`config.mk`:
```
export PLATFORM = sky130hd
export DESIGN_NAME = eas_top
export DESIGN_NICKNAME = d
export VERILOG_FILES = /design/src/eas_pkg.sv /design/src/eas_pair_if.sv /design/src/eas_pair_trk.sv /design/src/eas_top.sv
export SDC_FILE = /design/constraint.sdc
export NUM_CORES = 1
export LEC_CHECK = 0
export BUFFER_PORTS_ARGS = -buffer_cell sky130_fd_sc_hd__buf_2
export CORE_ASPECT_RATIO = 0.6
export CORE_MARGIN = 8
export CORE_UTILIZATION = 47
export DETAILED_ROUTE_END_ITERATION = 12
export GPL_ROUTABILITY_DRIVEN = 0
export PLACE_DENSITY_LB_ADDON = 0.1
export SLEW_MARGIN = 20
export SYNTH_ARGS = -nofsm -noshare
export SYNTH_HDL_FRONTEND = slang
export SYNTH_SLANG_ARGS = --single-unit
```
`constraint.sdc`:
```
create_clock -name pclk -period 1.85 [get_ports pclk]
set_clock_uncertainty 0.15 [all_clocks]
set_input_delay 0.4625 -clock pclk [delete_from_list [all_inputs] [get_ports pclk]]
set_output_delay 0.4625 -clock pclk [all_outputs]
set_load 0.02 [all_outputs]
```
`src/eas_pkg.sv`:
```
package eas_pkg;
   // ====================
   // register byte offsets
   localparam logic [7:0] EAS_OFF_CTRL = 8'h00;
   localparam logic [7:0] EAS_OFF_ANLG = 8'h04;
   localparam logic [7:0] EAS_OFF_DELAY = 8'h08;
   localparam logic [7:0] EAS_OFF_KIND = 8'h0c;
   localparam logic [7:0] EAS_OFF_STAT = 8'h10;
   // ====================
   // register field positions
   localparam int EAS_CTRL_STRIP = 0;
   localparam int EAS_CTRL_DBFS = 1;
   localparam int EAS_CTRL_PRE = 2;
   localparam int EAS_CTRL_DREF = 3;
   localparam int EAS_CTRL_EMB = 4;
   localparam int EAS_ANLG_SRC12 = 0;
   localparam int EAS_ANLG_SRC34 = 4;
   localparam int EAS_ANLG_REF = 8;
   localparam int EAS_STAT_HD = 8;
   localparam int EAS_STAT_VID = 9;
   localparam int EAS_STAT_CONFL = 10;
   // ====================
   // reset values
   localparam logic [7:0] EAS_CTRL_RST = 8'h00;
   localparam logic [2:0] EAS_SRC12_RST = 3'h0;
   localparam logic [2:0] EAS_SRC34_RST = 3'h1;
   localparam logic signed [4:0] EAS_REF_RST = 5'sh04;
   localparam logic [9:0] EAS_DELAY_RST = 10'h000;
   // ====================
   // limits
   localparam logic signed [4:0] EAS_REF_MIN = -5'sd10;
   localparam logic signed [4:0] EAS_REF_MAX = 5'sd4;
   localparam logic [9:0] EAS_DELAY_MAX_MS = 10'd1000;
   localparam int EAS_MISS_FIELDS = 2;
   // ====================
   // pair content codes
   localparam logic [1:0] EAS_KIND_NONE = 2'h0;
   localparam logic [1:0] EAS_KIND_AUDIO = 2'h1;
   localparam logic [1:0] EAS_KIND_DATA = 2'h2;
   typedef enum logic [2:0] {
      EAS_PS_NONE = 3'b001,
      EAS_PS_AUDIO = 3'b010,
      EAS_PS_DATA = 3'b100
   } eas_pair_e;
endpackage

```
`src/eas_pair_if.sv`:
```
`timescale 1ns/1ps
// link events into one pair tracker and its status back
interface eas_pair_if;
   logic field_tick; // one pulse per video field
   logic hit; // packet seen for this pair
   logic is_data; // packet carried data, not audio
   logic locked; // packet was synchronous to video
   logic [1:0] kind; // reported content code
   logic sync; // reported synchronous flag
   modport ctl (output field_tick, output hit, output is_data, output locked,
      input kind, input sync);
   modport trk (input field_tick, input hit, input is_data, input locked,
      output kind, output sync);
endinterface

```
`src/eas_pair_trk.sv`:
```
`timescale 1ns/1ps
// tracks content of one incoming channel pair
module eas_pair_trk
   import eas_pkg::*;
#(
   parameter int MISS = EAS_MISS_FIELDS
) (
   input wire logic pclk,
   input wire logic presetn,
   eas_pair_if.trk p
);
   // ====================
   // state
   eas_pair_e st_q, st_d; // current content
   logic sync_q; // last packet lock
   logic [3:0] miss_q; // fields without a packet
   wire miss_out = (miss_q >= 4'(MISS)); // content has gone away

   // next content state
   always_comb begin
      st_d = st_q;
      case (st_q)
         EAS_PS_NONE: begin
            if (p.hit) begin
               st_d = p.is_data ? EAS_PS_DATA : EAS_PS_AUDIO;
            end
         end
         EAS_PS_AUDIO, EAS_PS_DATA: begin
            if (p.hit) begin
               st_d = p.is_data ? EAS_PS_DATA : EAS_PS_AUDIO;
            end else if (miss_out) begin
               st_d = EAS_PS_NONE;
            end
         end
         default: st_d = EAS_PS_NONE;
      endcase
   end

   // registers and miss counter
   always_ff @(posedge pclk or negedge presetn) begin
      if (!presetn) begin
         st_q <= EAS_PS_NONE;
         sync_q <= 1'b0;
         miss_q <= 4'h0;
      end else begin
         st_q <= st_d;
         if (p.hit) begin
            sync_q <= p.locked;
            miss_q <= 4'h0;
         end else if (p.field_tick && !miss_out) begin
            miss_q <= miss_q + 4'h1;
         end
      end
   end

   // three distinct codes
   assign p.kind = (st_q == EAS_PS_DATA) ? EAS_KIND_DATA : // RQ2
      (st_q == EAS_PS_AUDIO) ? EAS_KIND_AUDIO : EAS_KIND_NONE;
   assign p.sync = (st_q != EAS_PS_NONE) && sync_q; // RQ3
endmodule

```
`src/eas_top.sv`:
```
`timescale 1ns/1ps
// What this block does
// RQ1 - accepts HD and SD serial video streams
// RQ2 - reports each pair as data, audio, none
// RQ3 - reports pair sync state or no input
// RQ4 - strip setting deletes all incoming embedded audio
// RQ5 - host avoids embedding onto an occupied group
// RQ6 - two analog pairs from selectable mixer pairs
// RQ7 - analog and digital outputs run together
// RQ8 - analog reference level from -10 to +4 dB
// RQ9 - digital reference level -20 or -18 dBFS
// RQ10 - audio delay 0 to 1000 ms
// RQ11 - scale selects LKFS or dBFS metering and gain
// RQ12 - pre-fader meters source, post-fader meters mix
// RQ13 - meter point defaults to post-fader
// RQ14 - remote settings held in own storage
// RQ15 - embed group n carries mixer channels 4n-3..4n
module eas_top
   import eas_pkg::*;
#(
   parameter int SW = 24
) (
   input wire logic pclk,
   input wire logic presetn,
   // register bus
   input wire logic psel,
   input wire logic penable,
   input wire logic pwrite,
   input wire logic [7:0] paddr,
   input wire logic [31:0] pwdata,
   output logic [31:0] prdata,
   output logic pready,
   output logic pslverr,
   // link from the video source, asynchronous to pclk
   input wire logic lnk_clk,
   input wire logic lnk_valid,
   input wire logic [2:0] lnk_pair,
   input wire logic lnk_is_data,
   input wire logic lnk_locked,
   input wire logic lnk_field,
   input wire logic lnk_hd,
   input wire logic lnk_video,
   input wire logic [SW-1:0] lnk_data,
   // packets kept after stripping
   output logic pass_valid,
   output logic [2:0] pass_pair,
   output logic pass_is_data,
   output logic [SW-1:0] pass_data,
   // mixer samples, same clock
   input wire logic mix_valid,
   input wire logic [3:0] mix_ch,
   input wire logic [SW-1:0] mix_src,
   input wire logic [SW-1:0] mix_out,
   // embed, digital and analog outputs
   output logic emb_valid,
   output logic [3:0] emb_ch,
   output logic [SW-1:0] emb_data,
   output logic aes_valid,
   output logic [3:0] aes_ch,
   output logic [SW-1:0] aes_data,
   output logic [1:0] anlg_valid,
   output logic anlg_right,
   output logic [SW-1:0] anlg_data,
   // metering tap and level settings
   output logic meter_valid,
   output logic [SW-1:0] meter_data,
   output logic meter_dbfs,
   output logic dig_ref_18,
   output logic signed [4:0] anlg_ref_db,
   output logic [9:0] delay_ms
);
   // ====================
   // link input synchronisers
   // link clock and pins are asynchronous,
   // so all pass two flops before any use
   localparam int LW = 10 + SW; // bundled link width
   logic [LW-1:0] l1_q, l2_q; // first and second stage
   logic lclk_d_q; // delayed synced link clock
   wire [LW-1:0] lraw = {lnk_clk, lnk_valid, lnk_pair, lnk_is_data,
      lnk_locked, lnk_field, lnk_hd, lnk_video, lnk_data};
   wire l_clk = l2_q[LW-1]; // synced link clock
   wire l_valid = l2_q[LW-2];
   wire [2:0] l_pair = l2_q[LW-3:LW-5];
   wire l_is_data = l2_q[LW-6];
   wire l_locked = l2_q[LW-7];
   wire l_field = l2_q[LW-8];
   wire l_hd = l2_q[LW-9];
   wire l_video = l2_q[LW-10];
   wire [SW-1:0] l_data = l2_q[SW-1:0];
   // all pins share the same two flops, so the bundle seen
   // at a detected edge is one coherent snapshot
   // the source holds pins 32 ns either side of its edge
   wire l_edge = l_clk && !lclk_d_q; // rising link clock edge
   wire l_take = l_edge && l_valid; // a packet arrives

   // delayed copy resets low like the idle link clock,
   // so no false edge follows reset
   // two-flop sync of every link pin
   always_ff @(posedge pclk or negedge presetn) begin
      if (!presetn) begin
         l1_q <= '0;
         l2_q <= '0;
         lclk_d_q <= 1'b0;
      end else begin
         l1_q <= lraw;
         l2_q <= l1_q;
         lclk_d_q <= l_clk;
      end
   end

   // ====================
   // settings registers
   logic strip_q, dbfs_q, pre_q, dref_q; // control bits
   logic [3:0] emb_en_q; // embed group enables
   logic [2:0] src12_q, src34_q; // analog pair sources
   logic signed [4:0] ref_q; // analog reference dB
   logic [9:0] dly_q; // audio delay ms
   logic confl_q; // embed onto occupied group
   logic hd_q, vid_q; // input rate and presence

   // ====================
   // apb decode
   // one aligned word per register; other offsets
   // answer with an error and change nothing
   wire acc = psel && penable; // access phase
   wire done = acc && pready; // transfer completes here
   wire hit_ctrl = (paddr == EAS_OFF_CTRL);
   wire hit_anlg = (paddr == EAS_OFF_ANLG);
   wire hit_dly = (paddr == EAS_OFF_DELAY);
   wire hit_kind = (paddr == EAS_OFF_KIND);
   wire hit_stat = (paddr == EAS_OFF_STAT);
   wire mapped = hit_ctrl || hit_anlg || hit_dly || hit_kind || hit_stat;
   wire wr = done && pwrite && mapped; // write strobe
   // out-of-range writes are clamped, not refused,
   // so outputs never hold an undefined setting
   wire signed [4:0] wref = pwdata[EAS_ANLG_REF+:5]; // requested ref
   wire signed [4:0] ref_clip = (wref < EAS_REF_MIN) ? EAS_REF_MIN : // RQ8
      (wref > EAS_REF_MAX) ? EAS_REF_MAX : wref;
   wire [9:0] dly_clip = (pwdata[31:10] != 22'h0) ? EAS_DELAY_MAX_MS : // RQ10
      (pwdata[9:0] > EAS_DELAY_MAX_MS) ? EAS_DELAY_MAX_MS : pwdata[9:0];

   // ====================
   // pair trackers
   // one tracker per incoming pair; pair i holds
   // channels 2i+1, 2i+2; pairs 2g, 2g+1 form group g
   eas_pair_if pif [8] (); // one carrier per pair
   logic [15:0] kinds; // packed content codes
   logic [7:0] syncs; // packed sync flags
   for (genvar i = 0; i < 8; i++) begin : g_pair
      assign pif[i].field_tick = l_edge && l_field;
      assign pif[i].hit = l_take && (l_pair == 3'(i));
      assign pif[i].is_data = l_is_data;
      assign pif[i].locked = l_locked;
      assign kinds[2*i+:2] = pif[i].kind; // RQ2
      assign syncs[i] = pif[i].sync; // RQ3
      eas_pair_trk u_trk (
         .pclk(pclk),
         .presetn(presetn),
         .p(pif[i])
      );
   end

   // group occupied when any of its pairs holds content
   wire [3:0] grp_busy = {|kinds[15:12], |kinds[11:8], |kinds[7:4], |kinds[3:0]};
   // strip set clears the clash flag; only audio of the old group goes
   wire conflict = |(emb_en_q & grp_busy) && !strip_q; // RQ5

   // read mux
   // unused bits read zero; reads have no side effect
   wire [31:0] rd_ctrl = {24'h0, emb_en_q, dref_q, pre_q, dbfs_q, strip_q};
   wire [31:0] rd_anlg = {19'h0, ref_q, 1'b0, src34_q, 1'b0, src12_q};
   wire [31:0] rd_stat = {21'h0, confl_q, vid_q, hd_q, syncs};
   wire [31:0] rd_val = hit_ctrl ? rd_ctrl : hit_anlg ? rd_anlg :
      hit_dly ? {22'h0, dly_q} : hit_kind ? {16'h0, kinds} :
      hit_stat ? rd_stat : 32'h0;

   // apb answer, one wait state
   // pready rises in the second access cycle and falls
   // the next, giving one completing edge per transfer
   // read data and error stand only in that cycle
   always_ff @(posedge pclk or negedge presetn) begin
      if (!presetn) begin
         pready <= 1'b0;
         prdata <= 32'h0;
         pslverr <= 1'b0;
      end else begin
         pready <= acc && !pready;
         prdata <= (acc && !pready && !pwrite) ? rd_val : 32'h0;
         pslverr <= acc && !pready && !mapped;
      end
   end

   // meter point resets to post-fader; only a reset
   // loses a setting, standing in for own storage
   // settings kept until reset or rewrite
   always_ff @(posedge pclk or negedge presetn) begin
      if (!presetn) begin
         {emb_en_q, dref_q, pre_q, dbfs_q, strip_q} <= EAS_CTRL_RST; // RQ13
         src12_q <= EAS_SRC12_RST;
         src34_q <= EAS_SRC34_RST;
         ref_q <= EAS_REF_RST;
         dly_q <= EAS_DELAY_RST;
      end else if (wr && hit_ctrl) begin
         strip_q <= pwdata[EAS_CTRL_STRIP]; // RQ14
         dbfs_q <= pwdata[EAS_CTRL_DBFS];
         pre_q <= pwdata[EAS_CTRL_PRE];
         dref_q <= pwdata[EAS_CTRL_DREF];
         emb_en_q <= pwdata[EAS_CTRL_EMB+:4];
      end else if (wr && hit_anlg) begin
         src12_q <= pwdata[EAS_ANLG_SRC12+:3]; // RQ6
         src34_q <= pwdata[EAS_ANLG_SRC34+:3];
         ref_q <= ref_clip; // RQ8
      end else if (wr && hit_dly) begin
         dly_q <= dly_clip; // RQ10
      end
   end

   // input status flags
   // rate and video are levels, so the lag behind
   // the sync stages is harmless
   always_ff @(posedge pclk or negedge presetn) begin
      if (!presetn) begin
         hd_q <= 1'b0;
         vid_q <= 1'b0;
         confl_q <= 1'b0;
      end else begin
         hd_q <= l_hd; // RQ1
         vid_q <= l_video;
         confl_q <= conflict;
      end
   end

   // ====================
   // incoming stream, audio stripped on request
   // data passes in either strip setting; audio is deleted here before
   // anything can re-embed it; no video passes nothing
   // while the trackers keep reporting
   wire keep = l_take && !(strip_q && !l_is_data); // RQ4

   always_ff @(posedge pclk or negedge presetn) begin
      if (!presetn) begin
         pass_valid <= 1'b0;
         pass_pair <= 3'h0;
         pass_is_data <= 1'b0;
         pass_data <= '0;
      end else begin
         pass_valid <= keep && l_video; // RQ1
         if (keep) begin
            pass_pair <= l_pair;
            pass_is_data <= l_is_data;
            pass_data <= l_data;
         end
      end
   end

   // ====================
   // mixer output routing
   // embed group g takes mixer channels 4g to 4g+3
   // an analog pair takes the mixer pair matching its source
   // metering taps before the fader or after the mix
   wire emb_go = mix_valid && emb_en_q[mix_ch[3:2]]; // RQ15
   wire an12 = mix_valid && (mix_ch[3:1] == src12_q); // RQ6
   wire an34 = mix_valid && (mix_ch[3:1] == src34_q);
   wire [SW-1:0] meter_pick = pre_q ? mix_src : mix_out; // RQ12

   // digital, embed and analog paths in parallel
   // digital takes every sample, so both paths run
   // at once; embed and analog only filter
   always_ff @(posedge pclk or negedge presetn) begin
      if (!presetn) begin
         emb_valid <= 1'b0;
         emb_ch <= 4'h0;
         emb_data <= '0;
         aes_valid <= 1'b0;
         aes_ch <= 4'h0;
         aes_data <= '0;
         anlg_valid <= 2'b00;
         anlg_right <= 1'b0;
         anlg_data <= '0;
      end else begin
         emb_valid <= emb_go; // RQ15
         emb_ch <= mix_ch;
         emb_data <= mix_out;
         aes_valid <= mix_valid; // RQ7
         aes_ch <= mix_ch;
         aes_data <= mix_out;
         anlg_valid <= {an34, an12}; // RQ7
         anlg_right <= mix_ch[0];
         anlg_data <= mix_out;
      end
   end

   // metering tap and level settings to the audio engine
   // settings re-registered so each output is a flop
   always_ff @(posedge pclk or negedge presetn) begin
      if (!presetn) begin
         meter_valid <= 1'b0;
         meter_data <= '0;
         meter_dbfs <= 1'b0;
         dig_ref_18 <= 1'b0;
         anlg_ref_db <= EAS_REF_RST;
         delay_ms <= EAS_DELAY_RST;
      end else begin
         meter_valid <= mix_valid;
         meter_data <= meter_pick; // RQ12
         meter_dbfs <= dbfs_q; // RQ11
         dig_ref_18 <= dref_q; // RQ9
         anlg_ref_db <= ref_q; // RQ8
         delay_ms <= dly_q; // RQ10
      end
   end
endmodule

```
# [After elaboration in Yosys (flattened, before gate mapping)]
# Index checks and enable logic that the tools add are counted.
# Widths: inputs -> output; s select.
[op_classes] addsub=8 order_cmp=12 n_eq_ne=61 mux=78 bitwise=3 n_reduce_logical=97
[op_table] cell="$mux 16" count=5
[op_table] cell="$mux 3" count=25
[op_table] cell="$mux 4" count=16
[op_table] cell="$ne 3x1->1 const B" count=16
[op_table] cell="$pmux 3 s2" count=8
[op_table] cell="$logic_and 1x1->1" count=44
[op_table] cell="$eq 3x3->1 const B" count=12
[op_table] cell="$add 4x1->4 const B" count=8
[op_table] cell="$ge 4x2->1 const B" count=8
[op_table] cell="$eq 3x2->1 const B" count=10
[op_table] cell="$eq 3x1->1 const B" count=9
[op_table] cell="$mux 24" count=1
[op_table] cell="$reduce_bool 22->1" count=1
[op_table] cell="$mux 10" count=2
[op_table] cell="$reduce_or 4->1" count=5
[op_table] cell="$reduce_and 2->1" count=9
[op_table] cell="$eq 8x4->1 const B" count=2
[op_table] cell="$mux 2" count=8
[op_table] cell="$ne 2x1->1 const B" count=8
[op_table] cell="$reduce_bool 2->1" count=8
[op_table] cell="$reduce_or 2->1" count=8
[op_table] cell="$logic_not 1->1" count=15
[op_table] cell="$mux 11" count=1
[op_table] cell="$gt 10x10->1 const B" count=1
[op_table] cell="15 further kinds" count=29
[totals] ff_bits=286 input_bits=132 output_inout_bits=190 word_cells=316

# [Logic depth before layout (Yosys ltp)]
# Gate-level depths: netlist of the first run.
[depth] word_depth=9 ltp_mapped=6 mapped_depth_nobuf=6

# [Hierarchy]
# A second synthesis of the first run with hierarchy kept.
[unflattened] hier_cells=912 hier_area_um2=11905.2
[modules_own_cells] mod="eas_top" n_inst=1 cells_per_inst=568 area_each_um2=8121.5 seq_area_each_um2=5534.1
[modules_own_cells] mod="eas_pair_trk" n_inst=8 cells_per_inst=43 area_each_um2=473.0 seq_area_each_um2=201.4

# [Worst setup path before layout of the first run]
# OpenSTA, ideal clock, no wires.
[synth_timing] kind="reg2reg" startpoint="reg g_pair[6].u_trk.miss_q[0]" endpoint="reg g_pair[6].u_trk.st_q[1]" setup_ns=0.066 arrival_time_ns=1.787 required_ns=1.634 setup_slack_ns=-0.153 path_stages_with_launch=7 path_buffers=0 synth_period_minus_slack_ns=2.003 path_cell_list="dfrtp_1 inv_1 ha_1 nor4_1 o21ai_0 or4b_2 nand2_1"
[synth_between] elab_chain_cells=3
[synth_rtl] item="from (decl)" line="eas_pair_trk.sv:16" text="logic [3:0] miss_q;"
[synth_rtl] item="from (signal assigned)" line="eas_pair_trk.sv:51" text="miss_q <= miss_q + 4'h1;"
[synth_rtl] item="$ge 4x2->1" line="eas_pair_trk.sv:17" text="wire miss_out = (miss_q >= 4'(MISS));"
[synth_rtl] item="$ne 3x1->1 (no line)"
[synth_rtl] item="$reduce_and 2->1 (no line)"
[synth_rtl] item="to (signal assigned)" line="eas_pair_trk.sv:46" text="st_q <= st_d;"
[synth_rtl] item="to (decl)" line="eas_pair_trk.sv:14" text="eas_pair_e st_q, st_d;"
# No other way between the ends.
# A chain may end at the register's enable or synchronous reset.

# [Worst setup path in the final report of the first run]
[layout_timing] startpoint="reg g_pair[2].u_trk.miss_q[0]" endpoint="reg g_pair[2].u_trk.st_q[2]"
[layout_between] elab_chain_cells=3
[layout_rtl] item="from (decl)" line="eas_pair_trk.sv:16"
[layout_rtl] item="from (signal assigned)" line="eas_pair_trk.sv:51"
[layout_rtl] item="$ge 4x2->1" line="eas_pair_trk.sv:17"
[layout_rtl] item="$ne 3x1->1 (no line)"
[layout_rtl] item="$reduce_and 2->1 (no line)"
[layout_rtl] item="to (signal assigned)" line="eas_pair_trk.sv:46"
[layout_rtl] item="to (decl)" line="eas_pair_trk.sv:14"
# No other way between the ends.

==> metrics.yaml, run 1 <==
route:
  drt_iter0_drc: 482
  firstDrtPassIters: 4
  totalWireLength_mm: 31.70
  viasPerCell: 5.006
  vias: 8571
  drc_errors: 0
  ant_nets: 0
  wl_per_cell_um: 18.51
floorplanning:
  core_area_sq_um: 24060
  initial_utilization_pct: 47.65
  dieArea_sq_um: 29810
  die-height_um: 137.0
  die_w_um: 217.6
  io_pins: 322
  row_count: 44
clocking:
  clk_transition_reported_paths_ns: 0.06
  htree_levels: 1
  cts_tree: "yes"
  cts_buffers: 27
  clock_path_buffers: 3
  clkLatencyLatePin_ns: 0.54
  cts-root-buf: "clkbuf_16"
  clock_sinks: 285
setup_path:
  critical_path_class: "reg2reg"
  crit_buf_inv: 1
  crit_fanout: 3
  critPathMaxStageDelay_ns: 0.51
  end_kind: "flip-flop"
  required_ns: 2.16
  cp.arrival_ns: 2.13
  worst_setup_path_start_kind: "flip-flop"
  path_cells: "inv_1, ha_1, or4_4, nor3b_1, a21oi_1, o2bb2ai_1"
  slowest_stage: "or4_4"
  cp_top_family: "simple AND/OR/NAND/NOR gates"
global_routing:
  grt_pass1_vias: 8785
  overflow: 0
  grt_max_degree: 68
  grt.met2_usage_pct: 30.31
  grt_usage_pct: 20.66
  use_met3_pct: 5.077
  grt_pass1_wl_mm: 49.19
  grt-busiest-layer: "met1"
  gr-usage-met1_pct: 31.10
  antenna_found_initial: 1
layout:
  area_delta_synth_final_pct: 36.21
  final_cell_mix: "buf_2, dfrtp_1, buf_4"
  antennaDiodeCount: 0
  final_cell_area_sq_um: 15620
  drive_above_1_share_pct: 41.08
  n_fill_cell: 1847
  multi_input_area_sq_um: 3712
  stdcell_count: 1712
  nets: 1517
  seq_area_sq_um: 7148
  layout_commonest_cell: "buf_2"
outcome:
  outcome: "complete, no violations"
synthesis:
  synth.distinct_cells: 74
  synth_area_sq_um: 11460
  yosysWarnings: 0
  synth.avg_cell_area_sq_um: 12.50
  synth_top_area_share_pct: 59.81
  synth-edff-count: 0
  synth_area_leaders: "dfrtp_1, mux2_2, buf_4"
  syn_inst: 917
  ys_seq_area_share_pct: 62.33
  ys_ff_latch: 285
  synth_flop_cell: "dfrtp_1"
  synthArstFlopShare_pct: 100.0
  synth_top_area_cell: "dfrtp_1"
pwr:
  power_frac_seq_pct: 45.7
  p_int_uw: 11450
  p_sw_uw: 4136
  p_comb_share_pct: 17.9
  leakage_uw: 0.007565
  power_density_nw_per_um2: 997.9
  clkPwrFrac_pct: 36.5
  power_uw: 15580
  p_sw_share_pct: 26.54
  ir_worst_vdd_uv: 632.0
placement:
  portBuffers: 305
  place_area_sq_um: 13750
  dp.cells: 1572
  hpwl_mm: 23.44
sta:
  whs_ns: 0.02345
  rsz0062_at_grt: "yes"
  max_freq_mhz: 548.5
  min_period_ns: 1.823
  drv_slew: 0
  timing.final.crit_share_pct: 98.54
  setup_viol: 0
  hold_viol_final: 0
job:
  maxCapViolations: 0
min_path:
  hp-class: "in2reg"
-- cell families (layout without fill, tap and decap cells) --
kind of cell	after synthesis	count (layout)	synth area share (%)
flops	285	285	62.33
simple gates	280	280	13.29
compound gates	124	124	7.749
buf+inv	119	577	6.297
mux	67	67	6.646
xor+xnor	25	25	1.910
fa+ha+maj	16	16	1.746
other cells	1	16	0.03271
-- cell usage after synthesis (5+ instances only) --
cell and n:
dfrtp_1 274, o311ai_0 5, o21a_1 7, o22ai_1 12, nor3b_1 7, dfstp_2 11
buf_4 70, nand3_1 12, or3b_2 6, nor2b_1 10, inv_1 20, or3_1 7
mux2_2 63, a21oi_1 11, nor3_1 13, nand2_1 63, xnor2_1 20, nor4_1 25
o21ai_0 23, a31oi_1 18, xor2_1 5, a211oi_1 5, nor2_1 68, or4_1 5
clkbuf_1 21, a32oi_1 7, and2_1 11, ha_1 16, nand2b_1 23
-- final cells by class --
class,count,share of cell area [%]
Inverter,21,0.5048
Multi-Input combinational cell,528,23.77
Clock buffer,40,5.024
Tap cell,322,2.580
Clock inverter,10,0.8493
Timing Repair Buffer,506,21.50
Sequential cell,285,45.77
-- metrics by stage --
step	TNS (ns)	setup WS [ns]	util (%)
final	0	0.02699	64.91
after global routing	-0.09959	-0.03249	64.91
after CTS	0	0.007614	64.61
after detailed placement	-7.173	-0.4316	57.17
after global placement	-5.933	-0.3565	57.17
after floorplan	-0.7074	-0.1132	-
-- power by group through the flow --
| stage | combinational (uW) | sequential, uW | clock [uW] |
|---|---|---|---|
| after global routing | 3070 | 7180 | 6080 |
| final | 2780 | 7110 | 5690 |
| after detailed placement | 2530 | 7220 | 0 |
| after floorplan | 1220 | 7400 | 0 |
| after global placement | 2480 | 7200 | 0 |
| after CTS | 2690 | 7100 | 5830 |
-- path summary, 6_finish.rpt --
check / startpoint / endpoint / slack (ns) / depth (start not counted)
worst min-delay path: mix_src[13] / meter_data[13] / 0.02 / 2
worst min register to register: l1_q[21] / l2_q[21] / 0.19 / 0
max in group asynchronous: presetn / g_pair[2].u_trk.st_q[0] / 0.67 / 3
min in group asynchronous: presetn / g_pair[3].u_trk.st_q[2] / 0.21 / 2
worst max-delay path: g_pair[2].u_trk.miss_q[0] / g_pair[2].u_trk.st_q[2] / 0.03 / 6
worst max register to register: g_pair[2].u_trk.miss_q[0] / g_pair[2].u_trk.st_q[2] / 0.03 / 6
-- metal layers --
layer | part of all wire (%) | vias to the layer above
met3 | 6.2 | 38
met2 | 44 | 237
met5 | 0.041 | -
li1 | - | 4064
met1 | 48 | 4230
met4 | 1.1 | 2
-- sequential cells by signal, summed over array words and instances (netlist names), 10 cells and up --
register and cells:
meter_data 24, g_pair.u_trk.miss_q 32, prdata 16, dly_q 10
pass_data 24, l1_q 34, g_pair.u_trk.st_q 24, delay_ms 10
anlg_data 24, l2_q 34
-- repair_timing --
item,4_1_cts,5_1_grt
pin swaps,1,4
setup buffers,0,3
setup endpoints to repair,2,25
endpoints found under the hold margin,297,0
hold buffers,87,0
resized for setup,2,14
(Power assumes the default switching activity.)
==> run 2, diff against run 1 <==
Settings changed: ABC_CLOCK_PERIOD_IN_PS from default to 1850, PLACE_DENSITY_LB_ADDON 0.1 to 0.05.
==> run 2 against run 1 <==
Net effect:
- worst setup slack gained 0.017 ns
- critical path type is now reg2out
- design area rose by 0.55%
- sequential power about the same
- maximum frequency is 0.92% higher
- core utilization grew 0.36 points
==> metrics.yaml, run 2 (same netlist as run 1, synthesis figures left out) <==
route:
  drt_iter0_drc: 579
  wl_per_cell_um: 18.59
  drc_errors: 0
  vias: 8512
  ant_nets: 0
  totalWireLength_mm: 31.73
  firstDrtPassIters: 5
  viasPerCell: 4.987
layout:
  final_core_util_pct: 65.27
  area_delta_synth_final_pct: 36.96
  drive_above_1_share_pct: 41.66
  final_cell_mix: "buf_2, dfrtp_1, buf_4"
  stdcell_count: 1707
  n_fill_cell: 1894
  reg_top3: "l1_q: 34 flops, l2_q: 34 flops, g_pair.u_trk.miss_q: 32 flops"
  nets: 1514
  seq_area_sq_um: 7148
  layout_commonest_cell: "buf_2"
  multi_input_area_sq_um: 3744
  antennaDiodeCount: 0
floorplanning:
  io_pins: 322
  row_count: 44
  dieArea_sq_um: 29810
  initial_utilization_pct: 47.65
  die-height_um: 137.0
  die_w_um: 217.6
  core_area_sq_um: 24060
job:
  maxCapViolations: 0
global_routing:
  grt_pass1_vias: 8802
  grt_max_degree: 60
  grt_pass1_wl_mm: 49.25
  antenna_found_initial: 2
  grt_usage_pct: 20.67
  overflow: 0
setup_path:
  r2r_start: "lclk_d_q"
  critPathMaxStageDelay_ns: 0.54
  crit_buf_inv: 1
  ff2ff_path_depth: 4
  startpoint: "anlg_ref_db[2]"
  crit_fanout: 1
  worst_setup_path_start_kind: "flip-flop"
  required_ns: 1.24
  cp.arrival_ns: 1.19
  slowest_stage: "dfstp_2"
  critical_path_class: "reg2out"
  path_cells: "buf_6"
  cp_top_family: "flip-flops"
  end_kind: "output pin"
  crit_cells: 1
min_path:
  hp-class: "in2reg"
  min_path_cells: 2
  hp-start: "mix_src[5]"
placement:
  dp_slack_ns: -0.3956
  portBuffers: 305
  hpwl_mm: 23.43
  dp.cells: 1571
sta:
  whs_ns: 0.02236
  fin_ws_ns: 0.04366
  max_freq_mhz: 553.6
  min_period_ns: 1.806
  drv_slew: 0
  hold_viol_final: 0
  timing.final.crit_share_pct: 97.64
  setup_viol: 0
pwr:
  power_uw: 15830
  leakage_uw: 0.007584
  power_density_nw_per_um2: 1008
  ir_worst_vdd_uv: 638.9
clocking:
  htree_levels: 1
  cts_tree: "yes"
  clkLatencyLatePin_ns: 0.54
  clock_sinks: 285
  cts-root-buf: "clkbuf_16"
  clock_path_buffers: 3
  cts_buffers: 27
  clk_transition_reported_paths_ns: 0.06
outcome:
  outcome: "complete, no violations"
==> run 2: cell types whose count changed in the layout (fill, tap and decap cells not counted), moves of 3 or more <==
cell	before	now
buf_12	7	12
dlygate4sd3_1	87	84
clkinvlp_4	0	4
clkbuf_1	7	3
buf_4	107	102
==> run 2: worst paths after layout <==
check / slack [ns] / to
max reg2reg: 0.05 / pass_data[22]
min in group asynchronous: 0.23 / l1_q[19]
min reg2reg: 0.19 / l2_q[15]
max: 0.04 / anlg_ref_db[2]
max in group asynchronous: 0.66 / g_pair[0].u_trk.miss_q[2]
min: 0.02 / meter_data[5]
==> run 2: cell type report <==
class / count / share of cell area, %
Timing Repair Buffer: 503 / 21.59
Clock inverter: 12 / 1.084
Tap cell: 322 / 2.566
Multi-Input combinational cell: 528 / 23.84
Clock buffer: 36 / 4.900
Sequential cell: 285 / 45.52
Inverter: 21 / 0.5020
==> run 2: metal layers <==
metal  global-route usage, %  vias to the layer above  part of all wire [%]
li1                        -                     4043                     -
met1                   31.03                     4194                    48
met2                   30.96                      227                    45
met3                   4.768                       44                   5.8
met4                   2.582                        4                   1.1
met5                       0                        -                 0.072
==> run 2: through the flow <==
stage	cell area [sq um]	TNS (ns)
CTS	15620	0
global placement	13810	-5.922
finish	15700	0
global route	15700	-0.02189
detailed placement	13810	-6.810
floorplan	11530	-0.7074
==> run 2: timing repair <==
| item | 4_1_cts | 5_1_grt |
|---|---|---|
| endpoints found under the hold margin | 276 | 0 |
| pin swaps | 2 | 4 |
| hold buffers | 84 | 0 |
| resized for setup | 4 | 19 |
| gates cloned | 0 | 0 |
| setup buffers | 2 | 2 |
| endpoints found under the setup margin | 2 | 25 |
==> run 2: power by group <==
group          switching [uW]  internal (uW)  leakage, uW
clock                    2380           3470     0.000452
combinational            1490           1370      0.00360
sequential                335           6780      0.00353
total                    4210          11600      0.00758
